`src/rtl/rspd_pkg.sv`:
```
package rspd_pkg;

  // Port geometry: D, E, F, G, I, J
  localparam int         NPORT = 6;
  localparam logic [2:0] PD = 3'd0;
  localparam logic [2:0] PE = 3'd1;
  localparam logic [2:0] PF = 3'd2;
  localparam logic [2:0] PG = 3'd3;
  localparam logic [2:0] PI = 3'd4;
  localparam logic [2:0] PJ = 3'd5;
  // Ports whose stop state comes from the alive registers
  localparam logic [5:0] ALIVE_MASK = 6'b111110;

  // Register map (byte addresses)
  localparam logic [9:0] PORT_LIMIT = 10'h0c0;
  localparam logic [2:0] REG_ALT    = 3'd0;
  localparam logic [2:0] REG_OUT    = 3'd1;
  localparam logic [2:0] REG_DIR    = 3'd2;
  localparam logic [2:0] REG_AOUT   = 3'd3;
  localparam logic [2:0] REG_ADIR   = 3'd4;
  localparam logic [2:0] REG_PIN    = 3'd5;
  localparam logic [9:0] OFF_STRAP  = 10'h100;
  localparam logic [9:0] OFF_MODE   = 10'h104;
  localparam logic [9:0] OFF_CTRL   = 10'h108;
  localparam int         CTRL_STOP  = 0;

  // Strap positions on port A pins
  localparam int A_NAND_BOOT = 14;
  localparam int A_NAND_SIZE = 13;
  localparam int A_NAND_W    = 12;
  localparam int A_NAND_CYC  = 11;
  localparam int A_SRAM0_W   = 10;
  localparam int A_SDR_TYPE  = 9;
  localparam int A_SDR_TOT   = 8;
  localparam int A_SDR_BW    = 6;
  localparam int A_SDR_CAP   = 4;
  localparam int A_SHADOW    = 3;
  localparam int A_UART_CLK  = 1;
  localparam int A_UART_BOOT = 0;
  // Strap positions on port B pins 15..13, stored as bits 2..0
  localparam int B_DEBUG     = 2;
  localparam int B_SRAM_BUF  = 1;
  localparam int B_NAND_BUF  = 0;
  // Test pins sit on port F bits 9..7
  localparam int F_TEST_LO   = 7;

  // Decoded values
  localparam logic [12:0] PAGE_2K   = 13'h0800;
  localparam logic [12:0] PAGE_4K   = 13'h1000;
  localparam logic [2:0]  CYC_3     = 3'h3;
  localparam logic [2:0]  CYC_4     = 3'h4;
  localparam logic [4:0]  PART_4    = 5'h04;
  localparam logic [4:0]  PART_8    = 5'h08;
  localparam logic [4:0]  PART_16   = 5'h10;
  localparam logic [9:0]  CAP_64    = 10'h040;
  localparam logic [9:0]  CAP_128   = 10'h080;
  localparam logic [9:0]  CAP_256   = 10'h100;
  localparam logic [9:0]  CAP_512   = 10'h200;

  // Reset values of the alternate-function registers
  localparam logic [15:0] ALT_D_RST  = 16'h0003;
  localparam logic [15:0] ALT_E_SRAM = 16'hff00;
  localparam logic [15:0] ALT_F_SRAM = 16'h03ff;
  localparam logic [15:0] ALT_G_SRAM = 16'hffff;

  // Bus handshake phases
  typedef enum logic [1:0] {BUS_IDLE = 2'b01, BUS_ACK = 2'b10} rspd_bus_e;

  // Decoded boot configuration
  typedef struct packed {
    logic        nand_boot_en;
    logic [12:0] nand_page_bytes;
    logic        nand_bus_16;
    logic [2:0]  nand_addr_cycles;
    logic        sram0_bus_16;
    logic        sdram_type;
    logic        sdram_total_32;
    logic [4:0]  sdram_part_bits;
    logic [9:0]  sdram_cap_mbit;
    logic        sdram_shadow_en;
    logic        uart_clk_audio;
    logic        uart_boot_en;
    logic        cop_debug_en;
    logic        sram_buf_en;
    logic        nand_buf_en;
  } rspd_cfg_s;

  // Operating mode pins
  typedef struct packed {
    logic       test_mode;
    logic       fast_clk_ext;
    logic [2:0] test_pins;
  } rspd_mode_s;

endpackage

```
`src/rtl/rspd_top.sv`:
```
// Operation
// Boot-size strap picks 2048 or 4096 byte page
// NAND-width strap picks 8 or 16 bit
// NAND-type strap picks 3 or 4 address cycles
// SRAM-width strap picks bank zero 8/16 bit
// Total-width strap picks SDRAM 16 or 32 bit
// Part-width strap decodes 4, 8, 16 bit
// Capacity strap decodes 64 to 512 Mbit
// Boot-clock strap picks PLL or audio clock
// UART download boot enabled when strap low
// Coprocessor debug enabled when strap low
// Test-enable high means test mode
// Mode pin picks PLL or external core clock
// Mode pins are test pins only in test
// Other pins default to input after reset
// Port D low pins default alternate
// Port E upper alternate on SRAM 16-bit boot
// Ports F, G alternate on SRAM boot
// Alternate bit set selects alternate function
// Stop mode follows alternate and output registers
// Alive ports use alive registers in stop
// Straps sampled in reset, held until next
// Board holds straps through reset release
`timescale 1ns/1ns
module rspd_top
  import rspd_pkg::*;
(
  // Clock and reset
  input  wire logic                    clock,
  input  wire logic                    rst,
  // Avalon-MM slave
  // One wait state per access; 16-bit registers in the low half
  input  wire logic [9:0]              avs_address,
  input  wire logic                    avs_read,
  input  wire logic                    avs_write,
  input  wire logic [31:0]             avs_writedata,
  input  wire logic [3:0]              avs_byteenable,
  output logic      [31:0]             avs_readdata,
  output logic                         avs_waitrequest,
  // Strap and mode pins
  // Straps matter only while reset is high
  input  wire logic [15:0]             strap_port_a_in,
  input  wire logic [2:0]              strap_port_b_in,
  input  wire logic                    test_enable_in,
  input  wire logic                    core_clock_source_select,
  // Port pads
  // Index 0 to 5 is port D, E, F, G, I, J
  input  wire logic [5:0][15:0]        pad_in,
  output logic      [5:0][15:0]        pad_out,
  output logic      [5:0][15:0]        pad_oe,
  // Alternate function sources
  // Same clock as this block, so no synchroniser
  input  wire logic [5:0][15:0]        alt_out_in,
  input  wire logic [5:0][15:0]        alt_oe_in,
  // Configuration to the chip
  // boot_cfg held from reset release until the next reset; op_mode follows the mode pins and stop_mode the stop bit
  output rspd_cfg_s                    boot_cfg,
  output rspd_mode_s                   op_mode,
  output logic                         stop_mode
);

  // Whole module state
  typedef struct packed {
    // Strap synchronisers, port A then port B
    logic [15:0]       a1;
    logic [15:0]       a2;
    logic [2:0]        b1;
    logic [2:0]        b2;
    // Mode pin synchronisers: bit 0 test enable, bit 1 clock source
    logic [1:0]        m1;
    logic [1:0]        m2;
    // Pad level synchronisers, read back through the pin register
    logic [5:0][15:0]  p1;
    logic [5:0][15:0]  p2;
    // Raw straps as captured during reset
    logic [15:0]       strap_a;
    logic [2:0]        strap_b;
    // Decoded configuration and live mode levels
    rspd_cfg_s         cfg;
    rspd_mode_s        mode;
    // Port registers seen by software
    logic [5:0][15:0]  alt;
    logic [5:0][15:0]  outv;
    logic [5:0][15:0]  dir;
    logic [5:0][15:0]  aout;
    logic [5:0][15:0]  adir;
    // Stop-mode control bit
    logic              stop;
    // Registered pad drive
    logic [5:0][15:0]  pout;
    logic [5:0][15:0]  poe;
    // Register bus handshake
    rspd_bus_e         bus;
    logic              wait_r;
    logic [31:0]       rdata;
  } rspd_state_s;

  rspd_state_s s_r;    // Registered state
  rspd_state_s s_nxt;  // Next state

  // Decode the captured straps into the configuration
  function automatic rspd_cfg_s cfg_decode(input logic [15:0] a, input logic [2:0] b);
    rspd_cfg_s c;
    // Start from zero so no field is left unknown
    c = '0;
    // Boot source: low selects static memory boot
    c.nand_boot_en     = a[A_NAND_BOOT];
    // page size select
    c.nand_page_bytes  = a[A_NAND_SIZE] ? PAGE_4K : PAGE_2K;
    // NAND bus width
    c.nand_bus_16      = a[A_NAND_W];
    // address cycle count
    c.nand_addr_cycles = a[A_NAND_CYC] ? CYC_4 : CYC_3;
    // SRAM bank zero width
    c.sram0_bus_16     = a[A_SRAM0_W];
    // SDRAM pull style passes straight through
    c.sdram_type       = a[A_SDR_TYPE];
    // SDRAM total width
    c.sdram_total_32   = a[A_SDR_TOT];
    // Code 3 is undefined and gives zero width
    // SDRAM part width
    case (a[A_SDR_BW+:2])
      2'h0:    c.sdram_part_bits = PART_4;
      2'h1:    c.sdram_part_bits = PART_8;
      2'h2:    c.sdram_part_bits = PART_16;
      default: c.sdram_part_bits = 5'h00;  // Undefined code
    endcase
    // All four capacity codes are defined
    // SDRAM capacity
    case (a[A_SDR_CAP+:2])
      2'h0:    c.sdram_cap_mbit = CAP_64;
      2'h1:    c.sdram_cap_mbit = CAP_128;
      2'h2:    c.sdram_cap_mbit = CAP_256;
      default: c.sdram_cap_mbit = CAP_512;
    endcase
    // Shadow enable passes straight through
    c.sdram_shadow_en  = a[A_SHADOW];
    // boot-loader clock source
    c.uart_clk_audio   = a[A_UART_CLK];
    // active-low download enable
    c.uart_boot_en     = ~a[A_UART_BOOT];
    // active-low debug enable
    c.cop_debug_en     = ~b[B_DEBUG];
    // Buffer enables on port B pass through
    c.sram_buf_en      = b[B_SRAM_BUF];
    c.nand_buf_en      = b[B_NAND_BUF];
    return c;
  endfunction

  // Merge write data into a 16-bit register by byte lanes
  function automatic logic [15:0] be_merge(input logic [15:0] old, input logic [31:0] wd,
                                           input logic [3:0] be);
    logic [15:0] r;
    // Lanes not enabled keep their old value
    r = old;
    // Lane 0 feeds the low byte
    if (be[0]) begin
      r[7:0] = wd[7:0];
    end
    // Lane 1 feeds the high byte; lanes 2 and 3 have no storage
    if (be[1]) begin
      r[15:8] = wd[15:8];
    end
    return r;
  endfunction

  // Read multiplexer over the whole map
  function automatic logic [31:0] rd_word(input rspd_state_s s, input logic [9:0] addr);
    logic [2:0]  pi;
    logic [2:0]  ri;
    logic [31:0] r;
    // Port index and register index within the port block
    pi = addr[7:5];
    ri = addr[4:2];
    // Anything not decoded below reads as zero
    r  = '0;
    if (addr < PORT_LIMIT && addr[1:0] == 2'h0) begin
      // Word-aligned access inside the port blocks
      case (ri)
        REG_ALT:  r = {16'h0000, s.alt[pi]};
        REG_OUT:  r = {16'h0000, s.outv[pi]};
        REG_DIR:  r = {16'h0000, s.dir[pi]};
        REG_AOUT: r = {16'h0000, s.aout[pi]};
        REG_ADIR: r = {16'h0000, s.adir[pi]};
        // Pin register shows the synchronised pad level
        REG_PIN:  r = {16'h0000, s.p2[pi]};
        default:  r = '0;  // Hole in the port block
      endcase
    end else if (addr == OFF_STRAP) begin
      // Captured straps, port B above port A
      r = {13'h0000, s.strap_b, s.strap_a};
    end else if (addr == OFF_MODE) begin
      // Live mode levels
      r = {27'h0000000, s.mode};
    end else if (addr == OFF_CTRL) begin
      // Stop-mode control
      r = {31'h00000000, s.stop};
    end
    return r;
  endfunction

  // Next-state logic
  always_comb begin
    // Port and register index of the current access
    logic [2:0]  pi;
    logic [2:0]  ri;
    // High when the boot strap selects static memory
    logic        sram_boot;
    pi        = avs_address[7:5];
    ri        = avs_address[4:2];
    sram_boot = 1'b0;
    // Hold everything unless a branch below changes it
    s_nxt     = s_r;
    // Two-stage synchronisers for every pin input
    // Only the second stage of each pair feeds logic
    s_nxt.a1 = strap_port_a_in;
    s_nxt.a2 = s_r.a1;
    s_nxt.b1 = strap_port_b_in;
    s_nxt.b2 = s_r.b1;
    s_nxt.m1 = {core_clock_source_select, test_enable_in};
    s_nxt.m2 = s_r.m1;
    s_nxt.p1 = pad_in;
    s_nxt.p2 = s_r.p1;
    // Mode levels follow the pins in reset and in run
    // test mode follows test enable
    s_nxt.mode.test_mode = s_r.m2[0];
    // core clock source select
    s_nxt.mode.fast_clk_ext = s_r.m2[1];
    // mode pins valid only in test
    s_nxt.mode.test_pins = s_r.m2[0] ? s_r.p2[PF][F_TEST_LO+:3] : 3'h0;
    if (rst) begin
      // sample straps during reset
      s_nxt.strap_a = s_r.a2;
      s_nxt.strap_b = s_r.b2;
      s_nxt.cfg     = cfg_decode(s_r.a2, s_r.b2);
      sram_boot     = ~s_r.a2[A_NAND_BOOT];
      // everything else starts as input
      s_nxt.alt  = '0;
      s_nxt.outv = '0;
      s_nxt.dir  = '0;
      // Alive registers start cleared as well
      s_nxt.aout = '0;
      s_nxt.adir = '0;
      // port D low pins alternate
      s_nxt.alt[PD] = ALT_D_RST;
      // port E upper byte alternate
      if (sram_boot && s_r.a2[A_SRAM0_W]) begin
        s_nxt.alt[PE] = ALT_E_SRAM;
      end
      // address ports alternate
      if (sram_boot) begin
        s_nxt.alt[PF] = ALT_F_SRAM;
        s_nxt.alt[PG] = ALT_G_SRAM;
      end
      // Bus, stop control and pads start idle and undriven
      s_nxt.stop   = 1'b0;
      s_nxt.pout   = '0;
      s_nxt.poe    = '0;
      s_nxt.bus    = BUS_IDLE;
      s_nxt.wait_r = 1'b1;
      s_nxt.rdata  = '0;
    end else begin
      // Bus handshake: one wait cycle, then answer
      case (s_r.bus)
        BUS_IDLE: begin
          // Wait for a request and answer in the next cycle
          s_nxt.wait_r = 1'b1;
          if (avs_read || avs_write) begin
            // Read data is latched now so it stands with the answer
            s_nxt.bus    = BUS_ACK;
            s_nxt.wait_r = 1'b0;
            s_nxt.rdata  = avs_read ? rd_word(s_r, avs_address) : 32'h00000000;
          end
        end
        BUS_ACK: begin
          // Write lands on the edge that sees waitrequest low
          // The master releases its request after this edge
          s_nxt.bus    = BUS_IDLE;
          s_nxt.wait_r = 1'b1;
          if (avs_write) begin
            if (avs_address < PORT_LIMIT && avs_address[1:0] == 2'h0) begin
              // Port registers take only lanes 0 and 1
              case (ri)
                REG_ALT:  s_nxt.alt[pi]  = be_merge(s_r.alt[pi], avs_writedata, avs_byteenable);
                REG_OUT:  s_nxt.outv[pi] = be_merge(s_r.outv[pi], avs_writedata, avs_byteenable);
                REG_DIR:  s_nxt.dir[pi]  = be_merge(s_r.dir[pi], avs_writedata, avs_byteenable);
                REG_AOUT: s_nxt.aout[pi] = be_merge(s_r.aout[pi], avs_writedata, avs_byteenable);
                REG_ADIR: s_nxt.adir[pi] = be_merge(s_r.adir[pi], avs_writedata, avs_byteenable);
                default:  s_nxt.bus      = BUS_IDLE;  // Pin readback is read-only
              endcase
            end else if (avs_address == OFF_CTRL && avs_byteenable[0]) begin
              // Stop bit lives in lane 0
              s_nxt.stop = avs_writedata[CTRL_STOP];
            end
          end
        end
        default: begin
          // Illegal encoding falls back to idle
          s_nxt.bus    = BUS_IDLE;
          s_nxt.wait_r = 1'b1;
        end
      endcase
      // Pad drive per port
      // Each port picks alive or register drive as a whole 16-bit group
      for (int i = 0; i < NPORT; i++) begin
        if (s_r.stop && ALIVE_MASK[i]) begin
          // Port D is not alive and never takes this branch
          // alive registers own these pads in stop
          s_nxt.pout[i] = s_r.aout[i];
          s_nxt.poe[i]  = s_r.adir[i];
        end else begin
          // Outside stop the alive registers have no effect
          // alternate bit steers the pad
          // stop mode keeps register-driven state
          s_nxt.pout[i] = (s_r.alt[i] & alt_out_in[i]) | (~s_r.alt[i] & s_r.outv[i]);
          s_nxt.poe[i]  = (s_r.alt[i] & alt_oe_in[i]) | (~s_r.alt[i] & s_r.dir[i]);
        end
      end
      // Leaves the board free to drive the test pins
      // test pins are never driven in test mode
      if (s_r.m2[0]) begin
        s_nxt.poe[PF][F_TEST_LO+:3] = 3'h0;
      end
    end
  end

  // State register
  // Reset is handled in the next-state logic
  always_ff @(posedge clock) begin
    s_r <= s_nxt;
  end

  // Outputs straight from the state register
  // No logic sits between the register and a port
  assign avs_readdata    = s_r.rdata;
  assign avs_waitrequest = s_r.wait_r;
  assign pad_out         = s_r.pout;
  assign pad_oe          = s_r.poe;
  assign boot_cfg        = s_r.cfg;
  assign op_mode         = s_r.mode;
  assign stop_mode       = s_r.stop;

endmodule

```
`config.mk`:
```
export PLATFORM = sky130hd
export DESIGN_NAME = rspd_top
export DESIGN_NICKNAME = d
export VERILOG_FILES = /design/src/rtl/rspd_pkg.sv /design/src/rtl/rspd_top.sv
export SDC_FILE = /design/constraint.sdc
export NUM_CORES = 2
export LEC_CHECK = 0
export BUFFER_PORTS_ARGS = -buffer_cell sky130_fd_sc_hd__buf_4
export CORE_UTILIZATION = 51
export CTS_BUF_LIST = sky130_fd_sc_hd__clkbuf_16
export DETAILED_ROUTE_END_ITERATION = 16
export PLACE_DENSITY = 0.8
export SLEW_MARGIN = 20
export SYNTH_ARGS = -nofsm -noshare
export SYNTH_HDL_FRONTEND = slang
export SYNTH_SLANG_ARGS = --single-unit
```
`constraint.sdc`:
```
create_clock -name clock -period 2.4 [get_ports clock]
set_input_delay 0.48 -clock clock [delete_from_list [all_inputs] [get_ports clock]]
set_output_delay 0.48 -clock clock [all_outputs]
set_load 0.05 [all_outputs]
```
[Word-level counts from Yosys, hierarchy flattened]
Cells that the tools add are included.
Word-level totals
  output and inout bits: 273
  input port bits: 359
  register bits: 1008
Operators by class
  reductions and logical operators: 23
  $lt $le $gt $ge: 3
  bitwise logic cells: 47
  equality and inequality tests: 14
  multiplexer cells: 116
Operators by type and width (number)
  449-bit two-way mux: 2
  676-bit two-way mux: 1
  96-bit bitwise mux: 5
  8-bit two-way mux: 60
  448-bit two-way mux: 1
  16-bit bitwise AND: 24
  96-bit two-way mux: 4
  16-bit binary-select mux with 3-bit select: 6
  16-bit two-way mux: 18
  32-bit two-way mux: 6
  16-bit bitwise OR: 12
  16-bit inverter: 6
  16-bit one-hot mux with 6 select lines: 1
  64-bit two-way mux: 1
  16-bit demux with 3-bit select: 1
  35-bit two-way mux: 1
  10-bit by 9-bit equality test with 1-bit output, second input constant: 3
  10-bit one-hot mux with 3 select lines: 1
  4-bit AND reduction: 7
  5-bit one-hot mux with 3 select lines: 1
  13-bit two-way mux: 1
  10-bit by 8-bit < comparator with 1-bit output, second input constant: 1
  3-bit two-way mux: 3
  2-bit nonzero test: 4
  other kinds (15): 33

[Longest topological paths before layout]
  depth after elaboration: 14
  gate-level depth with buffers: 10
  depth with buffers taken out: 6

[Worst setup path before layout]
Ideal clock, no wire load.
  path type: input-to-reg
  from: in avs_address[5]
  to: reg s_r[635] (netlist name), data pin
  setup slack: -183 ps
  data required time: 2134 ps
  setup time: 266 ps
  data arrival time: 2317 ps
  stages on the path: 9
  path through: buf_2 > buf_2 > buf_2 > mux2i_1 > nor2_1 > o41ai_1 > nor2_1 > a21oi_1 > nor2_1
Between the ends
  longest elaborated chain between the ends: 14
  elaborated cells between the ends (all ways): 19
  classes of those cells: order compare: 2; mux: 16; reduce/logical: 1
Ends and longest elaborated chain
  from (decl): RTL line rspd_top.sv:33  | input wire logic [9:0] avs_address,
  16-bit binary-select mux with 3-bit select: RTL line rspd_top.sv:284  | REG_ALT: s_nxt.alt[pi] = be_merge(s_r.alt[pi], avs_writedata, avs_byteenable);
  16-bit two-way mux (not written as such): RTL line rspd_top.sv:284
  8-bit two-way mux: RTL line rspd_top.sv:157  | if (be[0]) begin
  8-bit two-way mux: RTL line rspd_top.sv:283  | case (ri)
  8-bit two-way mux: RTL line rspd_top.sv:281  | if (avs_address < PORT_LIMIT && avs_address[1:0] == 2'h0) begin
  8-bit two-way mux: RTL line rspd_top.sv:280  | if (avs_write) begin
  8-bit two-way mux: RTL line rspd_top.sv:264  | case (s_r.bus)
  8-bit two-way mux: RTL line rspd_top.sv:231  | if (rst) begin
  96-bit bitwise mux (*): RTL line rspd_top.sv:284
  64-bit two-way mux (*): RTL line rspd_top.sv:283
  448-bit two-way mux (*): RTL line rspd_top.sv:281
  449-bit two-way mux (*): RTL line rspd_top.sv:280
  449-bit two-way mux (*): RTL line rspd_top.sv:264
  676-bit two-way mux (*): RTL line rspd_top.sv:231
  to (signal assigned): RTL line rspd_top.sv:330  | s_r <= s_nxt;
  to (decl): RTL line rspd_top.sv:98  | rspd_state_s s_r;
Mark *: on every way between the ends. The rest lies on a longest branch, timed or not. The select of a mux whose other input is x is not followed.
A chain may end at the register's enable or synchronous reset.

[Worst setup path in the final report]
  from: reg s_r, in the netlist stop_mode
  to: out stop_mode
RTL lines
  to (decl): RTL line rspd_top.sv:59  | output logic stop_mode
No word-level cell between the ends.

==> tab_implementation.tex <==
\begin{tabular}{lr}
\hline
Metric & Value \\
\hline
\multicolumn{2}{l}{\textbf{Yosys}} \\
\quad Xor and xnor fraction of the mapped netlist area & 0\% \\
\quad Primary flip-flop cell chosen by synthesis mapping & dfxtp\_1 \\
\quad Basic-gate share of the synthesized area counting and, or, nand and nor cells & 16.10\% \\
\quad Count of yosys warnings during synthesis & 0 \\
\quad Complex-gate fraction of the synthesized area & between 10\% and 20\% \\
\quad Number of enable flip-flop cells after synthesis & 78 \\
\quad Multiplexer fraction of the synthesized cell area & a little over a tenth \\
\quad Unique cell type count in the Yosys netlist & 75 \\
\quad Post-synthesis share of cell area spent on full adders, half adders and majority gates & 0\% \\
\quad Mapped Avg Cell Area & 8.870 um\^{}2 \\
\quad Synthesized instance count & 4516 \\
\quad Yosys top cell by area & dfxtp\_1 \\
\quad Combinational family with the most area after synthesis & simple AND/OR/NAND/NOR gates \\
\quad Register bit count reported by yosys & around 960 \\
\quad Area share of the largest cell type after synthesis & 44.28\% \\
\quad Synth area leaders & dfxtp\_1, nor2\_1, mux2i\_1 \\
\quad Post-synthesis instance area & $\sim$40000 um\^{}2 \\
\quad Async set-or-reset flop fraction in the synthesized netlist & 0\% \\
\quad Sequential element share of the synthesized area & around 50\% \\
\multicolumn{2}{l}{\textbf{GRT}} \\
\quad Pin count of the biggest net entering global routing & 150 \\
\quad Global-route wire length before repair & approximately 290000 um \\
\quad Antenna violations before repair & 17 \\
\quad Final global-route overflow total & 0 \\
\quad Vias in the first global route & 37863 \\
\quad Global-route usage over all layers & 53.40\% \\
\multicolumn{2}{l}{\textbf{Critical path}} \\
\quad Dominant delay contributor by cell family on the critical path & flip-flops \\
\quad Critical-path cell list & buf\_4 \\
\quad Max stage delay on crit path & between 800 and 900 ps \\
\quad CP Data Arrival Time & 1860 ps \\
\quad Worst Path Buf+Inv & 1 \\
\quad Slowest cell on crit path & dfxtp\_4 \\
\quad Largest fanout on the critical path & 40 \\
\quad Worst Setup End Kind & output pin \\
\quad Startpoint type of the worst setup path & register \\
\quad Reg2Reg Setup Slack & $\sim$210 ps \\
\quad Worst EP required & 1920 ps \\
\quad Crit path kind & register to output pin \\
\multicolumn{2}{l}{\textbf{Routing}} \\
\quad Via count & between 40000 and 50000 \\
\quad Via-per-instance ratio & roughly 6.2 \\
\quad Final wirelength & between 200000 and 250000 um \\
\quad Mean routed wirelength per cell & 33.19 um \\
\quad Iteration-0 DRC Markers & between 6000 and 7000 \\
\quad DRC errors left & 0 \\
\quad Count of nets left with antenna violations after detail routing & 0 \\
\quad TritonRoute pass-1 iters & 12 \\
\multicolumn{2}{l}{\textbf{Clock tree}} \\
\quad Post-CTS Setup Inserts & 0 \\
\quad Buffers from clock root to sink, at most & 3 \\
\quad Total number of H-tree levels & 3 \\
\quad Clock network latency to the later pin of the worst-skew pair & 730 ps \\
\quad CTS buffer count & 98 \\
\quad Root buffer cell & clkbuf\_16 \\
\quad Clock Pin Slew Worst Setup and Hold Paths & approximately 70 ps \\
\quad Clock sinks & 964 \\
\quad TritonCTS clock tree & done \\
\multicolumn{2}{l}{\textbf{STA}} \\
\quad Timing-limited maximum frequency & between 0.4 and 0.5 GHz \\
\quad Relative slew slack & between 20\% and 30\% \\
\quad Setup TNS & 0 ps \\
\quad Hold WS & about 3.0 ps \\
\quad Minimum period implied by the final worst setup slack & between 2000 and 2500 ps \\
\quad Final Setup Violations & 0 \\
\quad RSZ-0062 raised after global routing & false \\
\quad Transition at the pin with the smallest max-transition slack & roughly 1100 ps \\
\quad Worst Skew & between 50 and 60 ps \\
\quad Fraction of the cycle the final worst path needs & approximately 97\% \\
\quad Number of hold violations in the final report & 0 \\
\quad Final Max Tran Viols & 0 \\
\multicolumn{2}{l}{\textbf{Power and ir drop}} \\
\quad Pwr per Cell Area & just under 700 nW/um\^{}2 \\
\quad Leakage & between 20 and 25 nW \\
\quad Largest voltage drop on the vdd net & between 0.7 and 0.8 mV \\
\multicolumn{2}{l}{\textbf{Placement}} \\
\quad Port Buffers & between 500 and 600 \\
\quad Detail Placement HPWL & approximately 160000 um \\
\quad Last weighted congestion value of the routability-driven placer & about 1.1 \\
\quad Area after detailed placement & between 40000 and 50000 um\^{}2 \\
\multicolumn{2}{l}{\textbf{Final layout}} \\
\quad Fraction of layout instances using a drive strength above 1 & $\sim$27\% \\
\quad Number of nets in the final layout & 5791 \\
\quad Final instance area & about 53000 um\^{}2 \\
\quad Most common cell after layout, fill and taps aside & buf\_4 \\
\quad Most frequent cells in the layout & buf\_4, nor2\_1, dfxtp\_1, a21oi\_1, mux2i\_1 \\
\quad Area added between synthesis and finish & 32.82\% \\
\multicolumn{2}{l}{\textbf{Floorplanning}} \\
\quad Vertical die dimension & roughly 280 um \\
\quad Horizontal die dimension & about 280 um \\
\quad Number of rows created at floorplan & between 100 and 150 \\
\quad Die area & 79670 um\^{}2 \\
\quad Ports placed on the boundary & 632 \\
\quad Core footprint & 77590 um\^{}2 \\
\quad Effective utilization at floorplan & between 50\% and 60\% \\
\multicolumn{2}{l}{\textbf{Job}} \\
\quad Max-cap violations & 0 \\
\multicolumn{2}{l}{\textbf{Min path}} \\
\quad Path type of the worst min-delay path & primary input to register \\
\multicolumn{2}{l}{\textbf{Outcome}} \\
\quad Status & finished, final reports clean \\
\hline
\end{tabular}
-- path summary, 6_finish.rpt --
kind | to | startpoint | cells after the start
worst max-delay path | stop_mode | stop_mode | 1
worst max register to register | pad_oe[82] | stop_mode | 4
worst min register to register | s_r[803] | s_nxt[803] | 0
worst min-delay path | pad_out[5] | alt_out_in[5] | 3
-- registers in the layout (all words and copies together) (netlist names) --
name,count
s_nxt,119
op_mode,5
avs_waitrequest,1
pad_oe,96
s_r,616
pad_out,96
stop_mode,1
boot_cfg,11
avs_readdata,19
-- cell families (layout without fill, tap and decap cells) --
| family | after synthesis | after routing |
|---|---|---|
| compound gates | 992 | 992 |
| buf+inv | 582 | 1551 |
| flops | 964 | 964 |
| mux | 404 | 404 |
| other cells | 1 | 41 |
| simple gates | 1573 | 1573 |
-- cell usage after synthesis (27+ instances only) --
cell type  instances
o41ai_1           44
buf_4            281
a221oi_1          39
clkbuf_1         208
buf_2             61
a211oi_1          52
nor2b_1           27
mux2_2            47
a32o_1            32
o21ai_0           74
nor2_1          1099
edfxtp_1          78
dfxtp_1          886
mux2i_1          349
nand2_1          269
nand3_1           40
a21oi_1          607
nor3_1            43
-- power breakdown --
group	internal (mW)	switching (mW)
combinational	1.52	2.45
sequential	16.6	0.207
clock	8.57	7.24
total	26.6	9.90
-- stage by stage --
| step | setup slack (ps) | utilization, % | total power [mW] | instances |
|---|---|---|---|---|
| 2_1_floorplan | -1.861 | - | 18.62 | 4547 |
| 3_3_place_gp | -555.0 | 62.78 | 20.62 | 6252 |
| 3_5_place_dp | -545.0 | 62.78 | 20.63 | 6252 |
| 4_1_cts | 113.1 | 68.53 | 36.03 | 6556 |
| 5_1_grt | 75.92 | 68.54 | 37.08 | 6557 |
| 6_report | 64.45 | 68.57 | 36.54 | 6565 |
-- what timing repair did --
item / 4_1_cts / 5_1_grt
hold endpoints to repair: 120 / 0
setup endpoints to repair: 0 / 1
hold buffers: 120 / 0
gates resized for setup: 0 / 1
-- layer usage --
layer,vias up,global-route usage [%],routed length [um]
li1,17066,-,-
met1,19496,66.39,77760
met2,3557,73.11,86240
met3,828,20.61,32880
met4,16,42.83,20890
met5,-,0.7326,152
-- area by class of cell --
type	instances	area, um^2
Fill cell	6042	24390
Sequential cell	964	20080
Multi-Input combinational cell	3001	16970
Timing Repair Buffer	1351	11510
Clock buffer	102	2552
Tap cell	1040	1301
Clock inverter	82	711.9
Inverter	16	60.06
Antenna cell	9	22.52
Power figures use the tool's default switching activity.
